## src/hw/irq_agg_pkg.sv

```systemverilog
package irq_agg_pkg;

  // ----------------------------------------
  // register map
  // ----------------------------------------
  localparam logic [7:0]  ENABLE_SFR_ADDR = 8'ha8;
  localparam logic [15:0] VECTOR_ADDR     = 16'hff92;
  localparam logic [7:0]  ENABLE_RESET    = 8'h00;
  localparam logic [7:0]  ENABLE_RSV_MASK = 8'h9f;
  localparam logic [7:0]  NO_VECTOR       = 8'h00;

  // enable register fields
  localparam int EXT0_IRQ_BIT   = 0;
  localparam int TIMER0_IRQ_BIT = 1;
  localparam int EXT1_IRQ_BIT   = 2;
  localparam int TIMER1_IRQ_BIT = 3;
  localparam int SERIAL_IRQ_BIT = 4;
  localparam int GLOBAL_GATE_BIT = 7;
  localparam int NCORE = 5;

  // ----------------------------------------
  // core entry addresses, by enable bit
  // ----------------------------------------
  localparam logic [15:0] RESET_ENTRY = 16'h0000;
  localparam logic [15:0] CORE_ENTRY [NCORE] =
    '{16'h0003, 16'h000b, 16'h0013, 16'h001b, 16'h0023};

  // ----------------------------------------
  // peripheral sources and their vectors
  // ----------------------------------------
  localparam int NSRC = 22;
  localparam logic [7:0] SRC_VEC [NSRC] = '{
    8'h12, 8'h14, 8'h16,                // out endpoints 1..3
    8'h22, 8'h24, 8'h26,                // in endpoints 1..3
    8'h30, 8'h32,                       // setup_overwrite, setup rx
    8'h38, 8'h3a, 8'h3c, 8'h3e,         // resume, suspend, reset, wake
    8'h40, 8'h42, 8'h44, 8'h46,         // i2c tx/rx, ep0 in/out
    8'h50, 8'h52, 8'h60, 8'h62,         // uart status, modem, rx, tx
    8'h80, 8'h84};                      // dma1, dma3
  localparam int I2C_TX_SRC = 12;
  localparam int I2C_RX_SRC = 13;
  localparam logic I2C_TX_EMPTY_RESET = 1'b1;

  typedef struct packed {
    logic        take;
    logic [15:0] addr;
  } core_entry_s;

endpackage

```

## src/hw/vectored_interrupt_aggregator.sv

```systemverilog
// What this block does
// - OR all peripheral requests onto ext0
// - core entries at fixed addresses 0003h-0023h
// - ext0 entry serves all peripherals via vector
// - enable bits 0..4, bits 5,6 reserved
// - bit 7 gates every interrupt globally
// - ext0 is edge-triggered after reset
// - 8-bit vector, 22 sources, hardwired encoder
// - any vector write retires, next one shows
// - vector bit 0 always reads zero
// - vector reads 00h when nothing pending
// - bits 3:1 index, first come first served
// - bits 7:4 group, higher group wins
// - fixed group priority, arrival order within a group
// - usb endpoint, setup, bus event vectors
// - i2c, ep0, uart, dma vectors
// - i2c empty and full flags are sources
module vectored_interrupt_aggregator
  import irq_agg_pkg::*;
#(
  parameter int VEC_W = 8
)(
  // clock and reset
  input  wire logic              clk_sys,
  input  wire logic              rst,
  // special function register port
  input  wire logic [7:0]        sfr_addr,
  input  wire logic              sfr_wr,
  input  wire logic [7:0]        sfr_wdata,
  output      logic [7:0]        sfr_rdata,
  // external data space port
  input  wire logic [15:0]       xdata_addr,
  input  wire logic              xdata_wr,
  output      logic [VEC_W-1:0]  xdata_rdata,
  // peripheral request levels, index order of SRC_VEC
  input  wire logic [NSRC-1:0]   periph_req,
  // i2c flag events
  input  wire logic              i2c_byte_to_shift,
  input  wire logic              i2c_dout_written,
  input  wire logic              i2c_byte_loaded,
  input  wire logic              i2c_din_read,
  output      logic              transmit_empty_flag,
  output      logic              receive_full_flag,
  // core side
  input  wire logic [NCORE-1:1]  core_req,
  input  wire logic              ext0_mode_wr,
  input  wire logic              ext0_mode_level,
  input  wire logic              ext0_ack,
  output      logic              aggregated_ext_request,
  output      core_entry_s       core_entry
);

  if (VEC_W != 8)
  begin : g_bad_width
    $error("vector width must be 8");
  end

  // ----------------------------------------
  // state
  // ----------------------------------------
  logic [7:0]      core_enable_reg;
  logic [7:0]      next_core_enable_reg;
  logic [NSRC-1:0] req_q;
  logic [NSRC-1:0] next_req_q;
  logic [NSRC-1:0] pend;
  logic [NSRC-1:0] next_pend;
  logic [NSRC-1:0] beat [NSRC];
  logic [NSRC-1:0] next_beat [NSRC];
  logic [7:0]      pending_source_vector;
  logic [7:0]      next_vector;
  logic            tx_empty;
  logic            next_tx_empty;
  logic            rx_full;
  logic            next_rx_full;
  logic            ext0_level;
  logic            next_ext0_level;
  logic            agg_q;
  logic            next_agg_q;
  logic            ext0_edge;
  logic            next_ext0_edge;
  core_entry_s     next_entry;

  logic [NSRC-1:0] src_lvl;
  logic [NSRC-1:0] arrive;
  logic [NSRC-1:0] elig;
  logic            retire;
  logic            any_pend;
  logic            ext0_req;
  logic [NCORE-1:0] granted;

  function automatic logic [3:0] grp(input int i);
    grp = SRC_VEC[i][7:4];
  endfunction

  // ----------------------------------------
  // register access
  // ----------------------------------------
  assign retire = xdata_wr && (xdata_addr == VECTOR_ADDR);

  always_comb
  begin
    next_core_enable_reg = core_enable_reg;
    if (sfr_wr && (sfr_addr == ENABLE_SFR_ADDR))
      next_core_enable_reg = sfr_wdata & ENABLE_RSV_MASK;
  end

  always_comb
  begin
    sfr_rdata   = 8'h00;
    xdata_rdata = 8'h00;
    if (sfr_addr == ENABLE_SFR_ADDR)
      sfr_rdata = core_enable_reg;
    if (xdata_addr == VECTOR_ADDR)
      xdata_rdata = pending_source_vector;
  end

  // ----------------------------------------
  // i2c flags
  // ----------------------------------------
  // set wins over clear when both land together
  always_comb
  begin
    next_tx_empty = tx_empty;
    next_rx_full  = rx_full;
    if (i2c_dout_written)
      next_tx_empty = 1'b0;
    if (i2c_byte_to_shift)
      next_tx_empty = 1'b1;
    if (i2c_din_read)
      next_rx_full = 1'b0;
    if (i2c_byte_loaded)
      next_rx_full = 1'b1;
  end

  assign transmit_empty_flag = tx_empty;
  assign receive_full_flag   = rx_full;

  always_comb
  begin
    src_lvl = periph_req;
    src_lvl[I2C_TX_SRC] = tx_empty;
    src_lvl[I2C_RX_SRC] = rx_full;
  end

  // ----------------------------------------
  // pending capture and arrival order
  // ----------------------------------------
  // a source re-arms only on a new rising edge,
  // so a retired but still high line does not repeat
  assign next_req_q = src_lvl;
  assign arrive     = src_lvl & ~req_q;

  for (genvar i = 0; i < NSRC; i++)
  begin : g_pend
    always_comb
    begin
      next_pend[i] = pend[i];
      if (retire && (pending_source_vector == SRC_VEC[i]))
        next_pend[i] = 1'b0;
      if (arrive[i])
        next_pend[i] = 1'b1;
    end

    // beat[j][i]: j arrived before i
    for (genvar j = 0; j < NSRC; j++)
    begin : g_age
      always_comb
      begin
        next_beat[j][i] = beat[j][i];
        if (arrive[i] && arrive[j])
          next_beat[j][i] = (j < i);
        else if (arrive[i])
          next_beat[j][i] = pend[j];
        else if (arrive[j])
          next_beat[j][i] = 1'b0;
      end
    end

    // only one source can be eligible at a time
    always_comb
    begin
      elig[i] = pend[i];
      for (int j = 0; j < NSRC; j++)
      begin
        if (j != i && pend[j])
        begin
          if (grp(j) > grp(i))
            elig[i] = 1'b0;
          if (grp(j) == grp(i) && beat[j][i])
            elig[i] = 1'b0;
        end
      end
    end
  end

  // ----------------------------------------
  // vector encoder
  // ----------------------------------------
  always_comb
  begin
    next_vector = NO_VECTOR;
    for (int i = 0; i < NSRC; i++)
    begin
      if (elig[i])
        next_vector = next_vector | SRC_VEC[i];
    end
    next_vector[0] = 1'b0;
  end

  // ----------------------------------------
  // core interrupt side
  // ----------------------------------------
  assign any_pend = |pend;
  assign aggregated_ext_request = ~any_pend;
  assign next_agg_q = aggregated_ext_request;

  always_comb
  begin
    next_ext0_level = ext0_level;
    if (ext0_mode_wr)
      next_ext0_level = ext0_mode_level;
    next_ext0_edge = ext0_edge;
    if (ext0_ack)
      next_ext0_edge = 1'b0;
    if (agg_q && !aggregated_ext_request)
      next_ext0_edge = 1'b1;
  end

  // edge mode latches the fall; level mode follows the line
  assign ext0_req = ext0_level ? any_pend : ext0_edge;

  always_comb
  begin
    granted = {core_req, ext0_req};
    for (int k = 0; k < NCORE; k++)
      granted[k] = granted[k] & core_enable_reg[k]
                   & core_enable_reg[GLOBAL_GATE_BIT];
  end

  // ext0 outranks the others when several are granted
  always_comb
  begin
    next_entry.take = |granted;
    next_entry.addr = RESET_ENTRY;
    for (int k = NCORE - 1; k >= 0; k--)
    begin
      if (granted[k])
        next_entry.addr = CORE_ENTRY[k];
    end
  end

  // ----------------------------------------
  // registers
  // ----------------------------------------
  always_ff @(posedge clk_sys or posedge rst)
  begin
    if (rst)
    begin
      core_enable_reg       <= ENABLE_RESET;
      req_q                 <= '0;
      pend                  <= '0;
      beat                  <= '{default: '0};
      pending_source_vector <= NO_VECTOR;
      tx_empty              <= I2C_TX_EMPTY_RESET;
      rx_full               <= 1'b0;
      ext0_level            <= 1'b0;
      agg_q                 <= 1'b1;
      ext0_edge             <= 1'b0;
      core_entry            <= '0;
    end
    else
    begin
      core_enable_reg       <= next_core_enable_reg;
      req_q                 <= next_req_q;
      pend                  <= next_pend;
      beat                  <= next_beat;
      pending_source_vector <= next_vector;
      tx_empty              <= next_tx_empty;
      rx_full               <= next_rx_full;
      ext0_level            <= next_ext0_level;
      agg_q                 <= next_agg_q;
      ext0_edge             <= next_ext0_edge;
      core_entry            <= next_entry;
    end
  end

  // ----------------------------------------
  // assertions
  // ----------------------------------------
  property p_vec_even;
    @(posedge clk_sys) disable iff (rst) pending_source_vector[0] == 1'b0;
  endproperty
  a_vec_even: assert property (p_vec_even) else $error("odd vector");
  property p_idle_zero;
    @(posedge clk_sys) disable iff (rst) (pend == '0) |=> (pending_source_vector == NO_VECTOR);
  endproperty
  a_idle_zero: assert property (p_idle_zero) else $error("idle vector nonzero");
  property p_agg_low;
    @(posedge clk_sys) disable iff (rst) (aggregated_ext_request == 1'b0) == (pend != '0);
  endproperty
  a_agg_low: assert property (p_agg_low) else $error("ext0 request wrong");
  // dma1 shares the group, so it may legally come first
  property p_dma3_first;
    @(posedge clk_sys) disable iff (rst) (pend[NSRC-1] && !pend[NSRC-2]) |=> (pending_source_vector == 8'h84);
  endproperty
  a_dma3_first: assert property (p_dma3_first) else $error("dma3 not first");
  property p_retire;
    @(posedge clk_sys) disable iff (rst) (retire && pending_source_vector == 8'h12 && !arrive[0]) |=> !pend[0];
  endproperty
  a_retire: assert property (p_retire) else $error("vector not retired");
  property p_rsv_zero;
    @(posedge clk_sys) disable iff (rst) (core_enable_reg[6:5] == 2'b00);
  endproperty
  a_rsv_zero: assert property (p_rsv_zero) else $error("reserved bit set");
  property p_gate;
    @(posedge clk_sys) disable iff (rst) !core_enable_reg[GLOBAL_GATE_BIT] |=> !core_entry.take;
  endproperty
  a_gate: assert property (p_gate) else $error("gate leaked");
  // a flag already high makes no new arrival
  property p_tx_flag;
    @(posedge clk_sys) disable iff (rst)
    (i2c_byte_to_shift && !transmit_empty_flag) |=> transmit_empty_flag ##1 pend[I2C_TX_SRC];
  endproperty
  a_tx_flag: assert property (p_tx_flag) else $error("i2c empty not raised");
  property p_group_order;
    @(posedge clk_sys) disable iff (rst) (pend[20] && pend[0]) |=> (pending_source_vector[7:4] == 4'h8);
  endproperty
  a_group_order: assert property (p_group_order) else $error("group order");

  c_retire: cover property (@(posedge clk_sys) disable iff (rst) retire && pend != '0);
  c_two_in_group: cover property (@(posedge clk_sys) disable iff (rst) pend[0] && pend[1]);
  c_level_mode: cover property (@(posedge clk_sys) disable iff (rst) ext0_level && core_entry.take);
  c_edge_mode: cover property (@(posedge clk_sys) disable iff (rst) ext0_edge && !ext0_level);

endmodule

```

## config.mk

```make
export PLATFORM = sky130hd
export DESIGN_NAME = vectored_interrupt_aggregator
export DESIGN_NICKNAME = d
export VERILOG_FILES = /design/src/hw/irq_agg_pkg.sv /design/src/hw/vectored_interrupt_aggregator.sv
export SDC_FILE = /design/constraint.sdc
export NUM_CORES = 1
export LEC_CHECK = 0
export ABC_AREA = 1
export BUFFER_PORTS_ARGS = -buffer_cell sky130_fd_sc_hd__buf_4
export CAP_MARGIN = 20
export CORE_MARGIN = 1.5
export CORE_UTILIZATION = 35
export DETAILED_ROUTE_END_ITERATION = 10
export PLACE_DENSITY = 0.68
export SYNTH_ARGS = -nofsm -noshare
export SYNTH_HDL_FRONTEND = slang
export SYNTH_SLANG_ARGS = --single-unit
export TNS_END_PERCENT = 30
```

## constraint.sdc

```tcl
create_clock -name clk_sys -period 3.5 [get_ports clk_sys]
set_input_delay 0.35 -clock clk_sys [delete_from_list [all_inputs] [get_ports clk_sys]]
set_output_delay 0.35 -clock clk_sys [all_outputs]
set_load 0.1 [all_outputs]
```

Word level (Yosys, flattened, before mapping)
Index checks and enable logic that the tools add are counted.
{"block": "totals", "out_inout_bits": 36, "ff_bits": 129}
{"block": "classes", "muxes": 543, "reduce_logical": 112, "n_eq_ne": 24, "bitwise_logic": 13}
{"operator": "2-to-1 mux 1 bit", "n": 514}
{"operator": "nonzero test 3 bit", "n": 30}
{"operator": "2-to-1 mux 6 bit", "n": 14}
{"operator": "== test 7 x 5 -> 1 bit, second input constant", "n": 9}
{"operator": "== test 7 x 6 -> 1 bit, second input constant", "n": 8}
{"operator": "2-to-1 mux 7 bit", "n": 8}
{"operator": "logical AND 1 bit", "n": 55}
{"operator": "nonzero test 2 bit", "n": 25}
{"operator": "2-to-1 mux 8 bit", "n": 4}
{"operator": "bitwise AND 22 bit", "n": 1}
{"operator": "NOT 22 bit", "n": 1}
{"operator": "OR reduction 22 bit", "n": 1}
{"operator": "== test 7 x 4 -> 1 bit, second input constant", "n": 3}
{"operator": "== test 16 bit, second input constant", "n": 1}
{"operator": "2-to-1 mux 5 bit", "n": 3}
{"operator": "== test 7 bit, second input constant", "n": 2}
{"operator": "bitwise AND 1 bit", "n": 10}
{"operator": "== test 8 bit, second input constant", "n": 1}
{"operator": "OR reduction 5 bit", "n": 1}
{"operator": "NOT 1 bit", "n": 1}

Depth between registers and ports, before layout
Gate-level depths: netlist (run 1).
{"block": "logic_depth", "ltp_word": 45, "depth_mapped": 10, "depth_no_buf": 9}

Worst setup path before layout (run 1)
No wires, ideal clock.
{"block": "synth_path", "kind": "input-to-output", "startpoint": "input xdata_addr[0]", "endpoint": "output xdata_rdata[1]", "path_buffers": 1, "arrival_ns": 2.246, "stages": 8, "setup_slack_ns": 0.904, "path_cell_list": "inv_1 nand2_1 nor2_1 nand2_1 nor2_2 buf_6 inv_1 nor2_1"}
{"block": "synth_between", "elab_chain_cells": 2}
{"item": "start: declaration", "line_no": "vectored_interrupt_aggregator.sv:32", "text": "input wire logic [15:0] xdata_addr,"}
{"item": "== test 16 bit", "line_no": "vectored_interrupt_aggregator.sv:113", "text": "if (xdata_addr == VECTOR_ADDR)"}
{"item": "2-to-1 mux 8 bit", "line_no": "vectored_interrupt_aggregator.sv:113"}
{"item": "end: declaration", "line_no": "vectored_interrupt_aggregator.sv:34", "text": "output logic [VEC_W-1:0] xdata_rdata,"}
No other way between the ends.

Final worst setup path (run 1)
{"block": "layout_path", "startpoint": "input xdata_addr[0]", "endpoint": "output xdata_rdata[4]"}
Same word-level chain as after synthesis.

==> results.yml, run 1 <==
run_status:
  outcome: "completed"
worst_hold_path:
  hp-class: "primary input to asynchronous set/reset pin"
detailed_routing:
  finalWirelength_um: 14300
  drt_first_pass_iters: 5
  post_drt_wl_per_cell_um: 12.9
  initialDrtViolationCount: 360
  viasPerCell: 4.70
  routed-via-count: 5172
  drtAntennaViolNets: 0
  drc: 0
floorplan:
  die_y_um: 136
  fp.coreArea_um2: 17300
  fp.dieW_um: 136
  num_rows: 48
  num_io_pins: 105
  initial_utilization_pct: 35.9
  dieArea_um2: 18500
timing:
  tightest_slew_ns: 0.661
  whs_ns: 0.0270
  fin_setup_tns_ns: 0
  setup_viol: 0
  period_share_pct: 66.5
  slew_violations: 0
  period_needed_ns: 2.33
  skew_ns: 0.00612
  max_freq_mhz: 430
  hold_viol: 0
  rsz0062_at_grt: "no"
  maxSlewHeadroom_pct: 55.8
global_route:
  gr-usage-met3_pct: 4.40
  grt_overflow: 0
  busiest_layer: "met2"
  track_usage_pct: 16.4
  globalRouteMet1Util_pct: 22.2
  grt_pass1_vias: 4894
  grt_antenna_before_repair: 0
  grt_max_degree: 51
  grtUsageMet2_pct: 25.3
  grt_pass1_wl_um: 23700
layout:
  largest_reg_flops: 60
  diodes: 0
  drive_gt1_share_pct: 17.6
  fillers: 1725
  largestRegisters: "beat: 60 flops, pend: 22 flops, req_q: 22 flops"
  regMostFlops: "beat"
  nNetsFinal: 932
  design_area_um2: 7610
  synthToLayoutAreaGrowth_pct: 22.7
synth:
  ys_seq_area_share_pct: 51.3
  synth_edf_count: 0
  synth_seq_cells: 127
  netlist-cell-type-count: 35
  synthArstFlopShare_pct: 100
  synthFlopType: "dfrtp_1"
  avgSynthCellArea_um2: 8.01
  yosysWarnings: 0
  synth_area_um2: 6200
  postSynthCellCount: 775
critical_path:
  critPathLaunch: "xdata_addr[0]"
  cpMaxStageDelayCell: "nor2_2"
  r2r-start: "pending_source_vector[2]$_DFF_PP0_"
  crit_buf_inv: 4
  cp.arrival_ns: 1.98
  crit_path_end: "xdata_rdata[4]"
  slowest_delay_ns: 0.47
  cp-start-kind: "primary input"
  reg2reg_to: "pend[18]$_DFFE_PP0P_"
  rrSetupSlack_ns: 1.91
  crit_chain: "buf_4 > inv_1 > nand2_1 > nor2_1 > nand2_1 > nor2_2 > inv_1 > nor2_1 > buf_4"
  end_kind: "output port"
  crit_path_max_fanout: 15
  critical-path-top-delay-family: "simple AND/OR/NAND/NOR gates"
  crit_type: "primary input to output port"
  cp.required_ns: 3.15
  cp.depth: 9
  r2r_cells: 6
clock_network:
  cts_resized: 0
  cts_hold_buf: 0
  cts_tree: "yes"
  numCtsBuffers: 17
  clkTransAtPathRegs_ns: 0.05
  cts_setup_buffers: 0
  worst_skew_pair.late_latency_ns: 0.42
  root_buffer: "clkbuf_16"
  cts.path.max_buffers: 2
  cts.sinks: 127
  cts_max_level: 4
place:
  dpl_cell_area_um2: 6990
  io_buffer_count: 86
  place_congestion: 0.861
  dp_hpwl_um: 10400
flow_run:
  drv_cap: 0
power_and_ir_drop:
  ir_drop_mv: 0.241
  p_per_area_nw_per_um2: 526
  p_leak_uw: 0.00375
[cells in the final DEF (no fill, tap or decap)]
cell type	count
nor3_1	4
a21boi_0	1
nor4_2	2
a21oi_1	6
clkinv_1	4
inv_1	103
clkbuf_8	3
nand4_1	10
inv_2	2
nand3_1	99
o21a_1	1
a21oi_2	2
clkbuf_1	6
nor2_4	7
buf_4	87
a211oi_1	1
nor2_2	7
o22ai_1	1
nand3_2	4
nor2_1	99
o21ai_2	4
dfrtp_1	125
clkinvlp_4	1
nand2_1	163
o31ai_1	3
o21bai_1	10
nand2_2	6
clkbuf_16	17
o21ai_1	4
dfstp_2	2
clkinv_2	2
a31oi_1	1
conb_1	14
buf_12	1
o21ai_0	67
nand3_4	1
or2_2	2
bufinv_16	4
[routing by layer]
metal / routed length, um / part of all wire, % / up-vias
li1: - / - / 2619
met1: 6650 / 47 / 2395
met2: 6490 / 46 / 140
met3: 883 / 6.2 / 18
met4: 225 / 1.6 / 0
met5: 0 / 0 / -
[layout make-up]
cell class	instances	area [um^2]	share of cell area, %
multi-input cells	519	2440	32.1
flip-flops and latches	127	3180	41.8
clock buffers	26	489	6.43
repair buffers	88	673	8.84
clock inverters	6	130	1.71
inverters	110	417	5.47
well taps	225	282	3.70
[cells by family after synthesis]
family / synth area share, %
buffers and inverters: 10.2
AO/OA/AOI/OAI: 9.20
AND/OR/NAND/NOR: 29.3
flip-flops: 51.3
other: 0.0604
[metrics by stage]
step | setup slack [ns] | total power, uW | cells | util [%]
floorplan | 0.904 | 2040 | 788 | -
global placement | 1.20 | 2170 | 1069 | 40.4
detailed placement | 1.14 | 2180 | 1069 | 40.4
CTS | 1.14 | 4040 | 1101 | 44.0
global route | 0.981 | 4180 | 1101 | 44.0
finish | 1.17 | 4000 | 1101 | 44.0
[power by group]
group / switching, uW / internal, uW
clock: 603 / 1250
combinational: 339 / 157
sequential: 68.7 / 1590
[cell usage after synthesis (2+ instances only)]
master    count  area (um^2)
a21oi_1       6         30.0
a21oi_2       2         17.5
buf_2         2         10.0
buf_4        16          120
buf_6         5         56.3
clkbuf_1      8         30.0
clkinv_1      4         15.0
dfrtp_1     125         3130
dfstp_2       2         52.6
inv_1       104          390
inv_2         2         7.51
nand2_1     163          612
nand2_2       6         37.5
nand3_1      99          495
nand3_2       4         40.0
nand4_1      10         62.6
nor2_1       99          372
nor2_2        7         43.8
nor2_4        7         78.8
nor3_1        4         20.0
nor4_2        2         25.0
o21ai_0      67          335
o21ai_1       4         20.0
o21ai_2       4         35.0
o21bai_1     10         75.1
o31ai_1       3         22.5
or2_2         2         12.5
[how the worst min path moves through the flow]
stage | endpoint | slack [ns] | cells past startpoint
final | req_q[15]$_DFF_PP0_ | 0.03 | 2
after global placement | req_q[13]$_DFF_PP0_ | 0.40 | 0
after CTS | req_q[14]$_DFF_PP0_ | 0.03 | 1
after global routing | req_q[3]$_DFF_PP0_ | 0.03 | 1
after floorplan | req_q[0]$_DFF_PP0_ | 0.38 | 0
after detailed placement | req_q[13]$_DFF_PP0_ | 0.40 | 0
Power figures use the tool's default switching activity.
==> inputs of run 2 (changes only) <==
--- a/config.mk
+++ b/config.mk
@@ -11,7 +11,7 @@
 export CORE_MARGIN = 1.5
 export CORE_UTILIZATION = 35
 export DETAILED_ROUTE_END_ITERATION = 10
-export PLACE_DENSITY = 0.68
+export PLACE_DENSITY = 0.66
 export SYNTH_ARGS = -nofsm -noshare
 export SYNTH_HDL_FRONTEND = slang
 export SYNTH_SLANG_ARGS = --single-unit
==> constraint.sdc (replaced) <==
create_clock -name clk_sys -period 2.35 [get_ports clk_sys]
set_input_delay 0.235 -clock clk_sys [delete_from_list [all_inputs] [get_ports clk_sys]]
set_output_delay 0.235 -clock clk_sys [all_outputs]
set_load 0.1 [all_outputs]
==> run 2 against run 1 <==
Against the previous run: the run now ends with hold timing left; flip-flop and latch count stayed put; highest routed layer unchanged; power is 44% higher; wire length increased by 2.3%; largest power group unchanged.
==> results.yml, run 2 (synthesis gave the netlist of run 1 again) <==
run_status:
  outcome: "complete, but fails checks"
  violations: "hold timing"
critical_path:
  end_kind: "output port"
  crit_chain: "nor2_1 > nand3_2 > nor2_4 > nand2_1 > inv_1 > buf_4"
  cp.arrival_ns: 1.94
  crit_buf_inv: 2
  r2r_cells: 6
  cp-start-kind: "flop"
  cpMaxStageDelayCell: "dfrtp_1"
  slowest_delay_ns: 0.44
  cp.depth: 6
  cp.required_ns: 2.12
  r2r-start: "pending_source_vector[2]$_DFF_PP0_"
  reg2reg_to: "pend[20]$_DFFE_PP0P_"
  critical-path-top-delay-family: "simple AND/OR/NAND/NOR gates"
  crit_type: "flop to output port"
  crit_path_max_fanout: 6
  critPathLaunch: "pend[4]$_DFFE_PP0P_"
  rrSetupSlack_ns: 0.69
layout:
  largestRegisters: "beat: 60 flops, pend: 22 flops, req_q: 22 flops"
  diodes: 0
  synthToLayoutAreaGrowth_pct: 25.6
  final_common_cell: "nand2_1"
  fin_cells: 1123
  most-common-layout-cells: "nand2_1 (163), dfrtp_1 (125), inv_1 (103), nor2_1 (99), nand3_1 (99)"
  regArea_um2: 3180
  multi_input_area_um2: 2440
  fillers: 1721
  largest_reg_flops: 60
  regMostFlops: "beat"
  drive_gt1_share_pct: 17.4
  nNetsFinal: 955
detailed_routing:
  viasPerCell: 4.72
  initialDrtViolationCount: 467
  finalWirelength_um: 14600
  drtAntennaViolNets: 0
  drc: 0
  post_drt_wl_per_cell_um: 13.0
  routed-via-count: 5299
  drt_first_pass_iters: 5
global_route:
  grt_pass1_wl_um: 24200
  track_usage_pct: 16.8
  grt_max_degree: 128
  grt_pass1_vias: 5023
  grt_overflow: 0
  grt_antenna_before_repair: 0
timing:
  fin_setup_tns_ns: 0
  hold_viol: 12
  max_freq_mhz: 460
  slew_violations: 0
  skew_ns: 0.00565
  setup_viol: 0
  rsz0062_at_grt: "no"
  whs_ns: -0.0377
  tightest_slew_ns: 0.726
  period_share_pct: 92.5
  maxSlewHeadroom_pct: 51.6
  period_needed_ns: 2.17
floorplan:
  die_y_um: 136
  fp.coreArea_um2: 17300
  num_io_pins: 105
  num_rows: 48
  initial_utilization_pct: 35.9
  dieArea_um2: 18500
  fp.dieW_um: 136
clock_network:
  cts_resized: 0
  worst_skew_pair.late_latency_ns: 0.41
  cts_hold_buf: 23
  root_buffer: "clkbuf_16"
  cts_setup_buffers: 0
  cts.path.max_buffers: 2
  cts_max_level: 4
  cts.sinks: 127
  clkTransAtPathRegs_ns: 0.05
  numCtsBuffers: 17
  cts_tree: "yes"
place:
  dp_hpwl_um: 10200
  placed_cells: 1069
  io_buffer_count: 86
  place_congestion: 0.887
worst_hold_path:
  hp-class: "primary input to asynchronous set/reset pin"
power_and_ir_drop:
  ir_drop_mv: 0.509
  p_leak_uw: 0.00382
  p_per_area_nw_per_um2: 738
flow_run:
  drv_cap: 0
==> run 2: area by class of cell <==
type                    count  share of cell area (%)
inverters                 110                    5.35
flip-flops and latches    127                    40.8
well taps                 225                    3.61
repair buffers            111                    11.6
multi-input cells         519                    31.3
clock inverters             5                   0.674
clock buffers              26                    6.66
==> run 2: worst min-delay path: stages <==
cell and delay (ns):
buf_4 0.12, clkinvlp_4 0.07, buf_12 0.43
==> run 2: worst max path at each step <==
| stage | to | slack [ns] |
|---|---|---|
| after CTS | aggregated_ext_request | 0.16 |
| after floorplan | xdata_rdata[1] | -0.02 |
| after detailed placement | aggregated_ext_request | 0.61 |
| final | aggregated_ext_request | 0.18 |
| after global placement | aggregated_ext_request | 0.62 |
| after global routing | aggregated_ext_request | 0.06 |
==> run 2: routing by layer <==
layer / GRT usage, % / up-vias / wire, um
li1: - / 2657 / -
met1: 22.9 / 2461 / 6790
met2: 25.7 / 160 / 6670
met3: 4.21 / 21 / 849
met4: 6.44 / 0 / 269
met5: 0 / - / 0
==> run 2: metrics by stage <==
step	worst slack, ns	util, %	total power [uW]	instance area (um^2)
2_1_floorplan	-0.0165	-	3040	6260
3_3_place_gp	0.620	40.4	3230	6990
3_5_place_dp	0.610	40.4	3240	6990
4_1_cts	0.160	45.1	5810	7790
5_1_grt	0.0576	45.1	6020	7790
6_report	0.176	45.1	5750	7790
==> run 2: where the power goes <==
part / internal (uW) / switching (uW)
logic: 257 / 510
registers: 2370 / 105
clock network: 1610 / 900
total: 4230 / 1510
